File: src/cpu_ctl_pkg.sv
// Package for the CPU status, system register and mode decode block.
// Assumes a single core clock domain and an active-low asynchronous reset.
package cpu_ctl_pkg;

	// ---------------------------------------------------------------
	// System register numbers
	// ---------------------------------------------------------------
	localparam logic [4:0] SREG_TRAP_PC     = 5'h12;
	localparam logic [4:0] SREG_TRAP_STATUS = 5'h13;
	localparam logic [4:0] SREG_TABLE_BASE  = 5'h14;
	localparam logic [4:0] SREG_STATUS      = 5'h05;

	// ---------------------------------------------------------------
	// Status word fields
	// ---------------------------------------------------------------
	localparam int BIT_NMI_PROG  = 7;
	localparam int BIT_EXC_PROG  = 6;
	localparam int BIT_IRQ_BLOCK = 5;
	localparam int BIT_CLAMP     = 4;
	localparam int BIT_CARRY     = 3;
	localparam int BIT_WRAP      = 2;
	localparam int BIT_SIGN      = 1;
	localparam int BIT_ZERO      = 0;
	localparam int STATUS_W      = 8;
	localparam logic [7:0] STATUS_RESET = 8'h20;

	// ---------------------------------------------------------------
	// Address space
	// ---------------------------------------------------------------
	localparam int PHYS_W = 26;
	localparam logic [31:0] PC_RESET       = 32'h0000_0000;
	localparam logic [25:0] ROM_BASE_LOW   = 26'h000_0000;
	localparam logic [25:0] ROM_BASE_HIGH  = 26'h010_0000;
	localparam logic [25:0] ROM_SPAN_MASK  = 26'h3F0_0000;
	localparam logic [31:0] REG_WORD_RESET = 32'h0000_0000;

	typedef enum logic [2:0] {
		MODE_ROMLESS0,
		MODE_ROMLESS1,
		MODE_SINGLE0,
		MODE_SINGLE1,
		MODE_FLASH_PROG,
		MODE_PROHIBITED
	} op_mode_t;

endpackage

File: src/boot_mode_decode.sv
// Decoder of the boot configuration pins into an operating mode.
// Assumes pins already synchronised; purely combinational.
`timescale 1ns/100ps
module boot_mode_decode (
	input  wire logic [3:0]          boot_config_pins,
	input  wire logic                prog_volt_det,
	output cpu_ctl_pkg::op_mode_t    mode
);
	// Prog voltage on the top pin wins over its logic level
	wire logic [2:0] low3 = boot_config_pins[2:0];
	wire logic       top  = boot_config_pins[3];

	always_comb
	begin
		mode = cpu_ctl_pkg::MODE_PROHIBITED;
		if (prog_volt_det)
		begin
			if (low3 == 3'h2)
				mode = cpu_ctl_pkg::MODE_FLASH_PROG; // [RULE18]
		end
		else if (!top)
		begin
			case (low3)                               // [RULE12]
				3'h0:    mode = cpu_ctl_pkg::MODE_ROMLESS0;
				3'h1:    mode = cpu_ctl_pkg::MODE_ROMLESS1;
				3'h2:    mode = cpu_ctl_pkg::MODE_SINGLE0;
				3'h3:    mode = cpu_ctl_pkg::MODE_SINGLE1;
				default: mode = cpu_ctl_pkg::MODE_PROHIBITED;
			endcase
		end
	end
endmodule

File: src/cpu_ctl.sv
// CPU control state: status word, trap save and table base registers,
// boot mode latch and address folding.
// Assumes the pipeline gives one-cycle event pulses and sysreg accesses.
//
// Notes on behaviour
// [RULE1] Illegal opcode trap copies PC and status into registers 18, 19.
// [RULE2] Register 20 holds the table-call base used to form the target.
// [RULE3] System registers reached only by sysreg load and store by number.
// [RULE4] Status bits 31 to 8 always read zero.
// [RULE5] Bit 7 set on NMI accept; blocks all nested interrupts.
// [RULE6] Bit 6 set on any exception; interrupts still acceptable.
// [RULE7] Bit 5 set blocks maskable interrupts.
// [RULE8] Bit 4 set on saturating overflow, otherwise held.
// [RULE9] Bit 3 follows carry or borrow of the operation.
// [RULE10] Bit 2 follows overflow of the operation.
// [RULE11] Bit 1 follows result sign; bit 0 follows zero result.
// [RULE12] Four pins select ROMless 0/1, single-chip 0/1; others prohibited.
// [RULE13] Board holds the pins fixed; changes after startup unsupported.
// [RULE14] Single-chip 0: pins are ports, boot internal ROM at zero.
// [RULE15] Single-chip 1: bus pins control, boot external, ROM at 100000H.
// [RULE16] ROMless modes: bus control, external boot, internal ROM unreachable.
// [RULE17] Bus 16-bit in ROMless 0 and single-chip 1, 8-bit in ROMless 1.
// [RULE18] Programming voltage plus single-chip 0 pattern enters flash mode.
// [RULE19] Only the low 26 address bits form the physical address.
// [RULE20] PC top 6 bits zero; carries out of bit 25 dropped.
// [RULE21] Software keeps branch targets out of the peripheral area.
// [RULE22] Operand addresses wrap modulo 32 bits.
// [RULE23] PC bit 0 always zero.
// [RULE24] Pins sampled during reset; decoded mode held until next reset. Code latches on the third edge after release.
`timescale 1ns/100ps
module cpu_ctl (
	input  wire logic        ref_clk,
	input  wire logic        rst_n,
	// Boot configuration
	input  wire logic [3:0]  boot_config_pins,
	input  wire logic        prog_volt_det,
	// Sysreg access
	input  wire logic        sysreg_load_instr,
	input  wire logic        sysreg_store_instr,
	input  wire logic [4:0]  sysreg_num,
	input  wire logic [31:0] sysreg_wdata,
	output logic      [31:0] sysreg_rdata,
	// Flag update from the ALU
	input  wire logic        flags_we,
	input  wire logic        alu_carry,
	input  wire logic        alu_overflow,
	input  wire logic [31:0] alu_result,
	input  wire logic        sat_op,
	// Events
	input  wire logic        illegal_op_trap,
	input  wire logic        nmi_accept,
	input  wire logic        exc_taken,
	input  wire logic        irq_req,
	output logic             irq_accept_ok,
	output logic             nmi_in_progress,
	output logic             exc_in_progress,
	output logic             maskable_irq_block,
	// Program counter
	input  wire logic        pc_load,
	input  wire logic [31:0] pc_target,
	input  wire logic        pc_step,
	input  wire logic [31:0] pc_offset,
	output logic      [31:0] pc,
	input  wire logic [31:0] table_offset,
	output logic      [31:0] table_call_addr,
	// Operand addressing
	input  wire logic [31:0] op_base,
	input  wire logic [31:0] op_disp,
	output logic      [31:0] op_addr,
	output logic      [25:0] op_phys_addr,
	// Mode results
	output logic      [2:0]  op_mode,
	output logic             bus_pins_control,
	output logic             bus_width_16,
	output logic             int_rom_enable,
	output logic      [25:0] int_rom_base,
	output logic             flash_prog_mode,
	output logic             mode_prohibited
);

	// ---------------------------------------------------------------
	// Pin synchronisers and mode latch
	// ---------------------------------------------------------------
	logic [4:0] pin_s1_q;
	logic [4:0] pin_s2_q;
	logic       rst_seen_q;
	cpu_ctl_pkg::op_mode_t mode_q;
	cpu_ctl_pkg::op_mode_t mode_dec;

	always_ff @(posedge ref_clk or negedge rst_n)
	begin
		if (!rst_n)
		begin
			pin_s1_q <= 5'h00;
			pin_s2_q <= 5'h00;
		end
		else
		begin
			pin_s1_q <= {prog_volt_det, boot_config_pins};
			pin_s2_q <= pin_s1_q;
		end
	end

	boot_mode_decode u_dec (
		.boot_config_pins (pin_s2_q[3:0]),
		.prog_volt_det    (pin_s2_q[4]),
		.mode             (mode_dec)
	);

	// Capture once just after release: async reset cannot load a port,
	// so the first two edges fill the synchroniser, the third latches.
	logic [1:0] cap_cnt_q;
	wire logic  cap_now = !rst_seen_q && (cap_cnt_q == 2'h2);

	always_ff @(posedge ref_clk or negedge rst_n)
	begin
		if (!rst_n)
		begin
			cap_cnt_q  <= 2'h0;
			rst_seen_q <= 1'b0;
			mode_q     <= cpu_ctl_pkg::MODE_PROHIBITED;
		end
		else
		begin
			if (!rst_seen_q && cap_cnt_q != 2'h2)
				cap_cnt_q <= cap_cnt_q + 2'h1;
			if (cap_now)
			begin
				mode_q     <= mode_dec; // [RULE24]
				rst_seen_q <= 1'b1;     // [RULE13]
			end
		end
	end

	wire logic is_rl0 = (mode_q == cpu_ctl_pkg::MODE_ROMLESS0);
	wire logic is_rl1 = (mode_q == cpu_ctl_pkg::MODE_ROMLESS1);
	wire logic is_sc0 = (mode_q == cpu_ctl_pkg::MODE_SINGLE0);
	wire logic is_sc1 = (mode_q == cpu_ctl_pkg::MODE_SINGLE1);

	assign op_mode          = mode_q;
	assign flash_prog_mode  = (mode_q == cpu_ctl_pkg::MODE_FLASH_PROG);
	assign mode_prohibited  = (mode_q == cpu_ctl_pkg::MODE_PROHIBITED);
	assign bus_pins_control = is_rl0 || is_rl1 || is_sc1; // [RULE14] [RULE15] [RULE16]
	assign int_rom_enable   = is_sc0 || is_sc1;           // [RULE16]
	assign int_rom_base     = is_sc1 ? cpu_ctl_pkg::ROM_BASE_HIGH
	                                 : cpu_ctl_pkg::ROM_BASE_LOW; // [RULE14] [RULE15]
	assign bus_width_16     = is_rl0 || is_sc1;           // [RULE17]

	// ---------------------------------------------------------------
	// Status word
	// ---------------------------------------------------------------
	logic [7:0] status_q;
	logic [7:0] status_d;
	wire logic  ld_status = sysreg_load_instr
	                        && sysreg_num == cpu_ctl_pkg::SREG_STATUS;
	wire logic  res_zero  = (alu_result == 32'h0000_0000);

	always_comb
	begin
		status_d = status_q;
		if (ld_status)
			status_d = sysreg_wdata[7:0]; // [RULE3]
		if (flags_we)
		begin
			status_d[cpu_ctl_pkg::BIT_CARRY] = alu_carry;       // [RULE9]
			status_d[cpu_ctl_pkg::BIT_WRAP]  = alu_overflow;    // [RULE10]
			status_d[cpu_ctl_pkg::BIT_SIGN]  = alu_result[31];  // [RULE11]
			status_d[cpu_ctl_pkg::BIT_ZERO]  = res_zero;        // [RULE11]
			if (sat_op && alu_overflow)
				status_d[cpu_ctl_pkg::BIT_CLAMP] = 1'b1;      // [RULE8]
		end
		// Hardware events set after any software load, so set wins
		if (nmi_accept)
			status_d[cpu_ctl_pkg::BIT_NMI_PROG] = 1'b1;         // [RULE5]
		if (exc_taken || illegal_op_trap)
			status_d[cpu_ctl_pkg::BIT_EXC_PROG] = 1'b1;         // [RULE6]
	end

	always_ff @(posedge ref_clk or negedge rst_n)
	begin
		if (!rst_n)
			status_q <= cpu_ctl_pkg::STATUS_RESET;
		else
			status_q <= status_d;
	end

	wire logic [31:0] status_word = {24'h000000, status_q}; // [RULE4]

	assign nmi_in_progress    = status_q[cpu_ctl_pkg::BIT_NMI_PROG];
	assign exc_in_progress    = status_q[cpu_ctl_pkg::BIT_EXC_PROG];
	assign maskable_irq_block = status_q[cpu_ctl_pkg::BIT_IRQ_BLOCK];
	// Exception bit deliberately not in this term
	assign irq_accept_ok = irq_req && !nmi_in_progress
	                       && !maskable_irq_block; // [RULE5] [RULE6] [RULE7]

	// ---------------------------------------------------------------
	// Program counter
	// ---------------------------------------------------------------
	logic [25:0] pc_q;
	wire logic [25:0] pc_sum = pc_q + pc_offset[25:0]; // [RULE20]
	wire logic [25:0] pc_d   = pc_load ? pc_target[25:0]
	                         : pc_step ? pc_sum : pc_q;

	always_ff @(posedge ref_clk or negedge rst_n)
	begin
		if (!rst_n)
			pc_q <= cpu_ctl_pkg::PC_RESET[25:0];
		else
			pc_q <= {pc_d[25:1], 1'b0}; // [RULE23]
	end

	assign pc = {6'h00, pc_q}; // [RULE20]

	// ---------------------------------------------------------------
	// Trap save and table base
	// ---------------------------------------------------------------
	logic [31:0] trap_saved_pc_q;
	logic [31:0] trap_saved_status_q;
	logic [31:0] table_call_base_q;

	function automatic logic ld_hit(input logic [4:0] n);
		ld_hit = sysreg_load_instr && sysreg_num == n;
	endfunction

	always_ff @(posedge ref_clk or negedge rst_n)
	begin
		if (!rst_n)
		begin
			trap_saved_pc_q     <= cpu_ctl_pkg::REG_WORD_RESET;
			trap_saved_status_q <= cpu_ctl_pkg::REG_WORD_RESET;
			table_call_base_q   <= cpu_ctl_pkg::REG_WORD_RESET;
		end
		else
		begin
			if (illegal_op_trap)
			begin
				trap_saved_pc_q     <= pc;          // [RULE1]
				trap_saved_status_q <= status_word; // [RULE1]
			end
			else
			begin
				if (ld_hit(cpu_ctl_pkg::SREG_TRAP_PC))
					trap_saved_pc_q <= sysreg_wdata;
				if (ld_hit(cpu_ctl_pkg::SREG_TRAP_STATUS))
					trap_saved_status_q <= sysreg_wdata;
			end
			if (ld_hit(cpu_ctl_pkg::SREG_TABLE_BASE))
				table_call_base_q <= sysreg_wdata; // [RULE2]
		end
	end

	assign table_call_addr = table_call_base_q + table_offset; // [RULE2]

	// ---------------------------------------------------------------
	// Sysreg read
	// ---------------------------------------------------------------
	always_ff @(posedge ref_clk or negedge rst_n)
	begin
		if (!rst_n)
			sysreg_rdata <= cpu_ctl_pkg::REG_WORD_RESET;
		else if (sysreg_store_instr)
		begin
			case (sysreg_num) // [RULE3]
				cpu_ctl_pkg::SREG_STATUS:      sysreg_rdata <= status_word;
				cpu_ctl_pkg::SREG_TRAP_PC:     sysreg_rdata <= trap_saved_pc_q;
				cpu_ctl_pkg::SREG_TRAP_STATUS: sysreg_rdata <= trap_saved_status_q;
				cpu_ctl_pkg::SREG_TABLE_BASE:  sysreg_rdata <= table_call_base_q;
				default:                       sysreg_rdata <= 32'h0000_0000;
			endcase
		end
	end

	// ---------------------------------------------------------------
	// Operand address folding
	// ---------------------------------------------------------------
	assign op_addr      = op_base + op_disp;   // [RULE22]
	assign op_phys_addr = op_addr[25:0];       // [RULE19]

	// ---------------------------------------------------------------
	// Checks
	// ---------------------------------------------------------------
	a_trap_save_pc: assert property (@(posedge ref_clk) disable iff (!rst_n) // [RULE1]
		illegal_op_trap |=> trap_saved_pc_q == $past(pc))
		else $error("trap pc not saved");
	a_status_top_zero: assert property (@(posedge ref_clk) disable iff (!rst_n) // [RULE4]
		status_word[31:8] == 24'h000000)
		else $error("status upper bits not zero");
	a_nmi_blocks: assert property (@(posedge ref_clk) disable iff (!rst_n) // [RULE5]
		nmi_accept |=> nmi_in_progress && !irq_accept_ok)
		else $error("nmi did not block irq");
	a_exc_allows: assert property (@(posedge ref_clk) disable iff (!rst_n) // [RULE6]
		exc_in_progress && irq_req && !nmi_in_progress
		&& !maskable_irq_block |-> irq_accept_ok)
		else $error("exception bit blocked irq");
	a_clamp_sticky: assert property (@(posedge ref_clk) disable iff (!rst_n) // [RULE8]
		status_q[cpu_ctl_pkg::BIT_CLAMP] && !$past(ld_status)
		|-> $past(status_q[cpu_ctl_pkg::BIT_CLAMP]) || $past(sat_op && flags_we))
		else $error("clamp flag set without cause");
	a_carry_follow: assert property (@(posedge ref_clk) disable iff (!rst_n) // [RULE9]
		flags_we |=> status_q[cpu_ctl_pkg::BIT_CARRY] == $past(alu_carry))
		else $error("carry flag wrong");
	a_zero_follow: assert property (@(posedge ref_clk) disable iff (!rst_n) // [RULE11]
		flags_we |=> status_q[cpu_ctl_pkg::BIT_ZERO] == $past(res_zero))
		else $error("zero flag wrong");
	a_pc_even_top: assert property (@(posedge ref_clk) disable iff (!rst_n) // [RULE23]
		pc[0] == 1'b0 && pc[31:26] == 6'h00)
		else $error("pc odd or above 26 bits");
	a_mode_held: assert property (@(posedge ref_clk) disable iff (!rst_n) // [RULE24]
		rst_seen_q ##1 rst_seen_q |-> $stable(mode_q))
		else $error("mode changed after capture");
	a_bus_width: assert property (@(posedge ref_clk) disable iff (!rst_n) // [RULE17]
		is_rl1 |-> !bus_width_16 && bus_pins_control)
		else $error("romless1 bus wrong");
	a_clamp_set: assert property (@(posedge ref_clk) disable iff (!rst_n) // [RULE8]
		flags_we && sat_op && alu_overflow |=> status_q[cpu_ctl_pkg::BIT_CLAMP])
		else $error("clamp flag not set on overflow");
	a_wrap_follow: assert property (@(posedge ref_clk) disable iff (!rst_n) // [RULE10]
		flags_we |=> status_q[cpu_ctl_pkg::BIT_WRAP] == $past(alu_overflow))
		else $error("overflow flag wrong");
	a_sign_follow: assert property (@(posedge ref_clk) disable iff (!rst_n) // [RULE11]
		flags_we |=> status_q[cpu_ctl_pkg::BIT_SIGN] == $past(alu_result[31]))
		else $error("sign flag wrong");
	a_exc_sets: assert property (@(posedge ref_clk) disable iff (!rst_n) // [RULE6]
		exc_taken || illegal_op_trap |=> exc_in_progress)
		else $error("exception bit not set");
	a_irq_masked: assert property (@(posedge ref_clk) disable iff (!rst_n) // [RULE7]
		maskable_irq_block |-> !irq_accept_ok)
		else $error("maskable irq accepted while blocked");
	a_trap_status: assert property (@(posedge ref_clk) disable iff (!rst_n) // [RULE1]
		illegal_op_trap |=> trap_saved_status_q == $past(status_word))
		else $error("trap status not saved");
	a_pc_step_wrap: assert property (@(posedge ref_clk) disable iff (!rst_n) // [RULE20]
		pc_step && !pc_load |=> pc[25:1] == $past(pc[25:1] + pc_offset[25:1]))
		else $error("pc step did not wrap in 26 bits");
	a_rdata_held: assert property (@(posedge ref_clk) disable iff (!rst_n) // [RULE3]
		!sysreg_store_instr |=> $stable(sysreg_rdata))
		else $error("read data changed without store");
	a_sc0_ports: assert property (@(posedge ref_clk) disable iff (!rst_n) // [RULE14]
		is_sc0 |-> !bus_pins_control && int_rom_enable && int_rom_base == 26'h000_0000)
		else $error("single-chip 0 setup wrong");
	a_sc1_reloc: assert property (@(posedge ref_clk) disable iff (!rst_n) // [RULE15]
		is_sc1 |-> bus_pins_control && int_rom_enable && int_rom_base == 26'h010_0000)
		else $error("single-chip 1 setup wrong");
	a_romless_norom: assert property (@(posedge ref_clk) disable iff (!rst_n) // [RULE16]
		is_rl0 || is_rl1 |-> bus_pins_control && !int_rom_enable)
		else $error("romless mode reached internal rom");
endmodule

File: config.mk
export PLATFORM = sky130hd
export DESIGN_NAME = cpu_ctl
export DESIGN_NICKNAME = d
export VERILOG_FILES = /design/src/cpu_ctl_pkg.sv /design/src/boot_mode_decode.sv /design/src/cpu_ctl.sv
export SDC_FILE = /design/constraint.sdc
export NUM_CORES = 1
export LEC_CHECK = 0
export ABC_AREA = 1
export CAP_MARGIN = 10
export CORE_UTILIZATION = 30
export CTS_BUF_LIST = sky130_fd_sc_hd__clkbuf_4 sky130_fd_sc_hd__clkbuf_8
export DETAILED_ROUTE_END_ITERATION = 16
export DONT_BUFFER_PORTS = 1
export PLACE_DENSITY = 0.54
export SKIP_CTS_REPAIR_TIMING = 1
export SLEW_MARGIN = 30
export SYNTH_ARGS = -nofsm -noshare
export SYNTH_HDL_FRONTEND = slang
export SYNTH_SLANG_ARGS = --single-unit
export TNS_END_PERCENT = 10
File: constraint.sdc
create_clock -name ref_clk -period 2.7 [get_ports ref_clk]
set_clock_uncertainty 0.1 [all_clocks]
set_input_delay 0.27 -clock ref_clk [delete_from_list [all_inputs] [get_ports ref_clk]]
set_output_delay 0.27 -clock ref_clk [all_outputs]
set_load 0.01 [all_outputs]
==> flow_metrics.env, run 1 <==
export IMPL_status="finished, violations left"
export IMPL_violations="hold timing, setup timing"
export IMPL_grtUsageMet1=0.265
export IMPL_drt_wl_total_um=52700
export IMPL_setup_tns_ns=-0.0176
export IMPL_vias=14000
export IMPL_period_needed_ns=2.71
export IMPL_p_total_uw=8980
export IMPL_coreArea_um2=47600
export IMPL_clk_path_buf_depth=2
export IMPL_area_delta_synth_final_pct=16.5
export IMPL_netlist_area_um2=14400
export IMPL_slew_headroom=0.334
export IMPL_cts_made_buffers=17
export IMPL_avgSynthCellArea_um2=6.64
export IMPL_hpwl_um=42100
export IMPL_cts_sinks=177
export IMPL_drc=0
export IMPL_synth_edff_count=0
export IMPL_p_leak_uw=0.00858
export IMPL_max_clock_freq_mhz=369
export IMPL_ys_types=46
export IMPL_layout_drive_gt1_share=0.113
export IMPL_rows=80
export IMPL_fin_ws_ns=-0.00766
export IMPL_pre_cts_ws_ns=0.289
export IMPL_async_flop_share=1.00
export IMPL_nNetsFinal=2589
export IMPL_grt_overflow_total=0
export IMPL_drt_iter0_drc=886
export IMPL_first_global_vias=13200
export IMPL_crit_type="reg -> out"
export IMPL_fin_hold_ws_ns=-0.655
export IMPL_antenna_found_initial=0
export IMPL_worstPathMaxFanout=3
export IMPL_synth_top_area_frac=0.301
export IMPL_grt_pass1_wl_um=77600
export IMPL_synth_top_cell_by_area="dfrtp_1"
export IMPL_met3_usage=0.0498
export IMPL_start_util=0.303
export IMPL_crit_path_end_kind="output pin"
export IMPL_synth_seq_area_share=0.307
export IMPL_clockRootBuffer="clkbuf_8"
export IMPL_startpoint_type="register"
export IMPL_die_x_um=221
export IMPL_ys_top_cells_by_area="dfrtp_1 (30%), nand2_1 (19%), inv_1 (8.3%), ha_1 (7.5%), nor2_1 (4.1%)"
export IMPL_vias_per_cell=4.87
export IMPL_clk_latency_ns=0.50
export IMPL_die_height_um=221
export IMPL_hold_path_class="in -> async"
export IMPL_fin_area_um2=16800
export IMPL_port_buffers=0
export IMPL_grtUsageMet2=0.345
export IMPL_wl_per_cell_um=18.3
export IMPL_die_area_um2=49000
export IMPL_htree_levels=4
export IMPL_register_area_um2=4450
export IMPL_grt_use_total=0.207
export IMPL_ir_drop_v=0.000313
export IMPL_power_density_nw_per_um2=534
export IMPL_drv_slew=0
export IMPL_hold_viol=177
export IMPL_ant_nets=0
export IMPL_finalCritPeriodShare=1.00
export IMPL_fill_cells=5175
export IMPL_grt_max_degree=178
export IMPL_ys_warn_count=0
export IMPL_boundaryPins=440
export IMPL_multi_input_area_um2=8720
export IMPL_synthFlopType="dfrtp_1"
export IMPL_grt_setup_unrepaired="true"
export IMPL_setup_viol=4
export IMPL_routabilityCongestion=0.932
export IMPL_ys_ff_latch=177
export IMPL_synthCells=2175
export IMPL_globalRoute_busiestLayer="met2"
export IMPL_worst_ep_arrival_time_ns=2.34
export IMPL_maxCapViolCount=0
export IMPL_clk_pin_slew_ns=0.12
export IMPL_tightest_slew_ns=0.996
export IMPL_firstDrtPassIters=5
export IMPL_dpl_cell_area_um2=14800
export IMPL_required_ns=2.33
export IMPL_cts_tree="yes"
layout make-up:
| type | instances | share of cell area |
|---|---|---|
| flip-flops and latches | 177 | 0.264 |
| diodes | 1 | 0.000149 |
| multi-input cells | 1600 | 0.519 |
| repair buffers | 127 | 0.0717 |
| well taps | 615 | 0.0457 |
| inverters | 328 | 0.0735 |
| clock buffers | 17 | 0.0139 |
| clock inverters | 15 | 0.0120 |
final timing paths:
check                                      from               endpoint  depth (start not counted)  slack (ns)
max                        table_call_base_q[0]    table_call_addr[14]                         10      -0.008
min                                       rst_n            pin_s2_q[3]                          0       -0.66
max reg2reg                            pc_q[21]               pc_q[22]                         10        0.38
min reg2reg                         pin_s1_q[4]            pin_s2_q[4]                          0        0.26
max in group asynchronous                 rst_n  table_call_base_q[22]                          0        2.84
min in group ref_clk         sysreg_store_instr       sysreg_rdata[28]                          3        0.01
placed cells by master, fill, tap and decap left out, drive strengths merged, types with 5 or more instances in the layout:
cell         instances
a21oi              118
a22oi               26
buf                 44
clkbuf              17
clkinv               8
conb                32
dfrtp              174
dlygate4sd3         83
ha                  87
inv                335
mux2                20
nand2              754
nand3              105
nand3b               5
nand4               25
nor2               168
nor3                22
nor4                 8
o211ai               6
o21ai              163
o21bai               6
o221ai               7
xor2                33
kinds of logic (layout without fill, tap and decap cells):
| family | Yosys count | after routing | synth area share |
|---|---|---|---|
| xor gates and xnor gates | 37 | 37 | 0.0224 |
| and+or+nand+nor | 1090 | 1090 | 0.311 |
| DFF | 177 | 177 | 0.307 |
| AOI/OAI and AO/OA | 331 | 331 | 0.128 |
| other | 1 | 33 | 0.000260 |
| adders and majority gates | 90 | 90 | 0.0795 |
| muxes | 20 | 20 | 0.0156 |
| buffers and inverters | 429 | 487 | 0.137 |
stage by stage:
stage           util  cells
6_report       0.353   2880
3_3_place_gp   0.311   2748
3_5_place_dp   0.311   2748
5_1_grt        0.353   2879
2_1_floorplan      -   2206
4_1_cts        0.320   2780
cell usage after synthesis, types with 20 or more instances:
library cell	instances
a21oi_1	118
a22oi_1	26
buf_4	61
dfrtp_1	174
ha_1	87
inv_1	318
mux2_2	20
nand2_1	747
nand3_1	102
nand4_1	25
nor2_1	158
nor3_1	20
o21ai_0	98
o21ai_1	51
xor2_1	33
layer usage:
metal / vias up / share of wire
met5: - / 0
met3: 58 / 0.060
met2: 440 / 0.47
li1: 7013 / -
met4: 0 / 0.023
met1: 6526 / 0.44
report_power, final:
| part | internal (uW) | leakage (uW) | switching, uW |
|---|---|---|---|
| Clock | 736 | 0.000216 | 1260 |
| Combinational | 1350 | 0.00611 | 2410 |
| Sequential | 2900 | 0.00225 | 333 |
| Total | 4980 | 0.00858 | 4000 |
state kept, by name (all words and copies together) (netlist names):
register	count
status_q	8
table_call_base_q	32
trap_saved_status_q	32
rst_seen_q	1
pin_s1_q	5
cap_cnt_q	2
op_mode	3
sysreg_rdata	32
trap_saved_pc_q	32
pin_s2_q	5
pc_q	25
worst max-delay path: stages (launching register included):
cell     delay (ns)
dfrtp_1        0.43
ha_4           0.18
fa_2           0.40
nand3_2        0.07
nand2_2        0.08
nand3_2        0.09
nand2_4        0.08
nand2_2        0.09
nand2_4        0.09
xor2_2         0.19
buf_4          0.14
Power figures use the tool's default switching activity.
==> run 2: changes to the inputs <==
CORE_AREA = 2 2 170 172   (was default)
CORE_UTILIZATION = default   (was 30)
DIE_AREA = 0 0 172 174   (was default)
PLACE_DENSITY = 0.77   (was 0.54)
==> flow_metrics.env, run 2 (synthesis gave the netlist of run 1 again) <==
export IMPL_status="finished, violations left"
export IMPL_violations="hold timing, setup timing"
export IMPL_antenna_found_initial=2
export IMPL_die_area_um2=29900
export IMPL_placed_cells=2501
export IMPL_globalRoute_busiestLayer="met2"
export IMPL_clockRootBuffer="clkbuf_8"
export IMPL_routabilityCongestion=0.959
export IMPL_hold_path_class="in -> async"
export IMPL_fin_ws_ns=-0.0217
export IMPL_power_density_nw_per_um2=532
export IMPL_first_global_vias=13000
export IMPL_area_delta_synth_final_pct=13.0
export IMPL_required_ns=2.33
export IMPL_cts_sinks=177
export IMPL_final_common_cell="nand2_1"
export IMPL_period_needed_ns=2.72
export IMPL_worst_ep_arrival_time_ns=2.35
export IMPL_setup_viol=3
export IMPL_hpwl_um=36800
export IMPL_grt_setup_unrepaired="true"
export IMPL_grt_max_degree=178
export IMPL_grt_pass1_wl_um=68800
export IMPL_clk_pin_slew_ns=0.11
export IMPL_vias_per_cell=5.47
export IMPL_reg2reg_from="pc_q[3]"
export IMPL_coreArea_um2=28200
export IMPL_clk_latency_ns=0.49
export IMPL_drt_iter0_drc=1121
export IMPL_regToRegEndpoint="pc_q[6]"
export IMPL_vias=14400
export IMPL_crit_type="reg -> out"
export IMPL_startpoint_type="register"
export IMPL_fin_area_um2=16300
export IMPL_firstDrtPassIters=8
export IMPL_final_cell_mix="nand2_1 (720), inv_1 (318), dfrtp_1 (163), nor2_1 (143), a21oi_1 (107)"
export IMPL_ff2ff_setup_slack_ns=0.33
export IMPL_port_buffers=0
export IMPL_ir_drop_v=0.000297
export IMPL_worstPathMaxFanout=4
export IMPL_tightest_slew_ns=0.925
export IMPL_ff2ff_path_depth=8
export IMPL_max_clock_freq_mhz=367
export IMPL_clk_path_buf_depth=2
export IMPL_die_height_um=174
export IMPL_cts_tree="yes"
export IMPL_die_x_um=172
export IMPL_finalCritPeriodShare=1.01
export IMPL_hold_viol=177
export IMPL_ant_nets=0
export IMPL_multi_input_area_um2=8700
export IMPL_fin_hold_ws_ns=-0.641
export IMPL_maxCapViolCount=0
export IMPL_met3_usage=0.0658
export IMPL_fin_cells=2632
export IMPL_grtUsageMet1=0.383
export IMPL_fill_cells=2706
export IMPL_drt_wl_total_um=47600
export IMPL_cp_endpoint="table_call_addr[16]"
export IMPL_start_util=0.512
export IMPL_boundaryPins=440
export IMPL_grt_overflow_total=0
export IMPL_drv_slew=0
export IMPL_p_leak_uw=0.00847
export IMPL_crit_path_end_kind="output pin"
export IMPL_rows=62
export IMPL_htree_levels=4
export IMPL_dpl_cell_area_um2=14400
export IMPL_pre_cts_ws_ns=0.321
export IMPL_layout_drive_gt1_share=0.100
export IMPL_timing_critical_path_from="table_call_base_q[0]"
export IMPL_grt_use_total=0.295
export IMPL_slew_headroom=0.381
export IMPL_nNetsFinal=2570
export IMPL_drc=0
export IMPL_grtUsageMet2=0.494
export IMPL_register_area_um2=4450
export IMPL_cts_made_buffers=17
export IMPL_wl_per_cell_um=18.1
==> run 2: changes by cell type in the layout (fill, tap and decap cells not counted), sizes merged <==
cell	change
dlygate4sd3	-1
clkinvlp	+1
diode	+2
clkbuf	+1
inv	+2
buf	-18
clkinv	-4
==> run 2: how the worst min path moves through the flow <==
| stage | from | to | cells after the start |
|---|---|---|---|
| 4_1_cts | rst_n | op_mode[1] | 0 |
| 6_report | rst_n | op_mode[1] | 0 |
| 3_5_place_dp | rst_n | op_mode[1] | 0 |
| 2_1_floorplan | rst_n | cap_cnt_q[0] | 0 |
| 3_3_place_gp | rst_n | op_mode[1] | 0 |
| 5_1_grt | rst_n | pin_s2_q[0] | 0 |
==> run 2: worst max-delay path: stages, from the launching register on <==
cell,delay [ns]
dfrtp_1,0.44
ha_4,0.20
fa_2,0.43
nand3_2,0.11
nand2_4,0.08
nand2_4,0.08
nand2_4,0.07
a21oi_2,0.16
xnor2_1,0.13
buf_4,0.17
==> run 2: where the power goes <==
| part | switching (uW) | total (uW) | internal (uW) |
|---|---|---|---|
| logic | 2300 | 3570 | 1270 |
| clock network | 1160 | 1870 | 715 |
| registers | 346 | 3240 | 2890 |
==> run 2: final cells by class <==
| cell class | instances | share of cell area |
|---|---|---|
| antenna | 3 | 0.000460 |
| clock buffer | 18 | 0.0148 |
| clock inverter | 14 | 0.00958 |
| inverter | 328 | 0.0758 |
| multi-input combinational | 1600 | 0.533 |
| sequential | 177 | 0.272 |
| tap | 384 | 0.0294 |
| timing repair buffer | 108 | 0.0642 |
==> run 2: per-layer routing <==
metal | vias up | routed length [um]
li1 | 6964 | -
met1 | 6668 | 19700
met2 | 649 | 22500
met3 | 123 | 4010
met4 | 0 | 1490
met5 | - | 0
==> run 2: through the flow <==
step	TNS (ns)	total power, uW	util
after floorplan	0	5600	-
after global placement	0	6240	0.510
after detailed placement	0	6280	0.510
after CTS	-2.74	8150	0.524
after global routing	-1.33	9230	0.578
final	-0.0223	8680	0.578
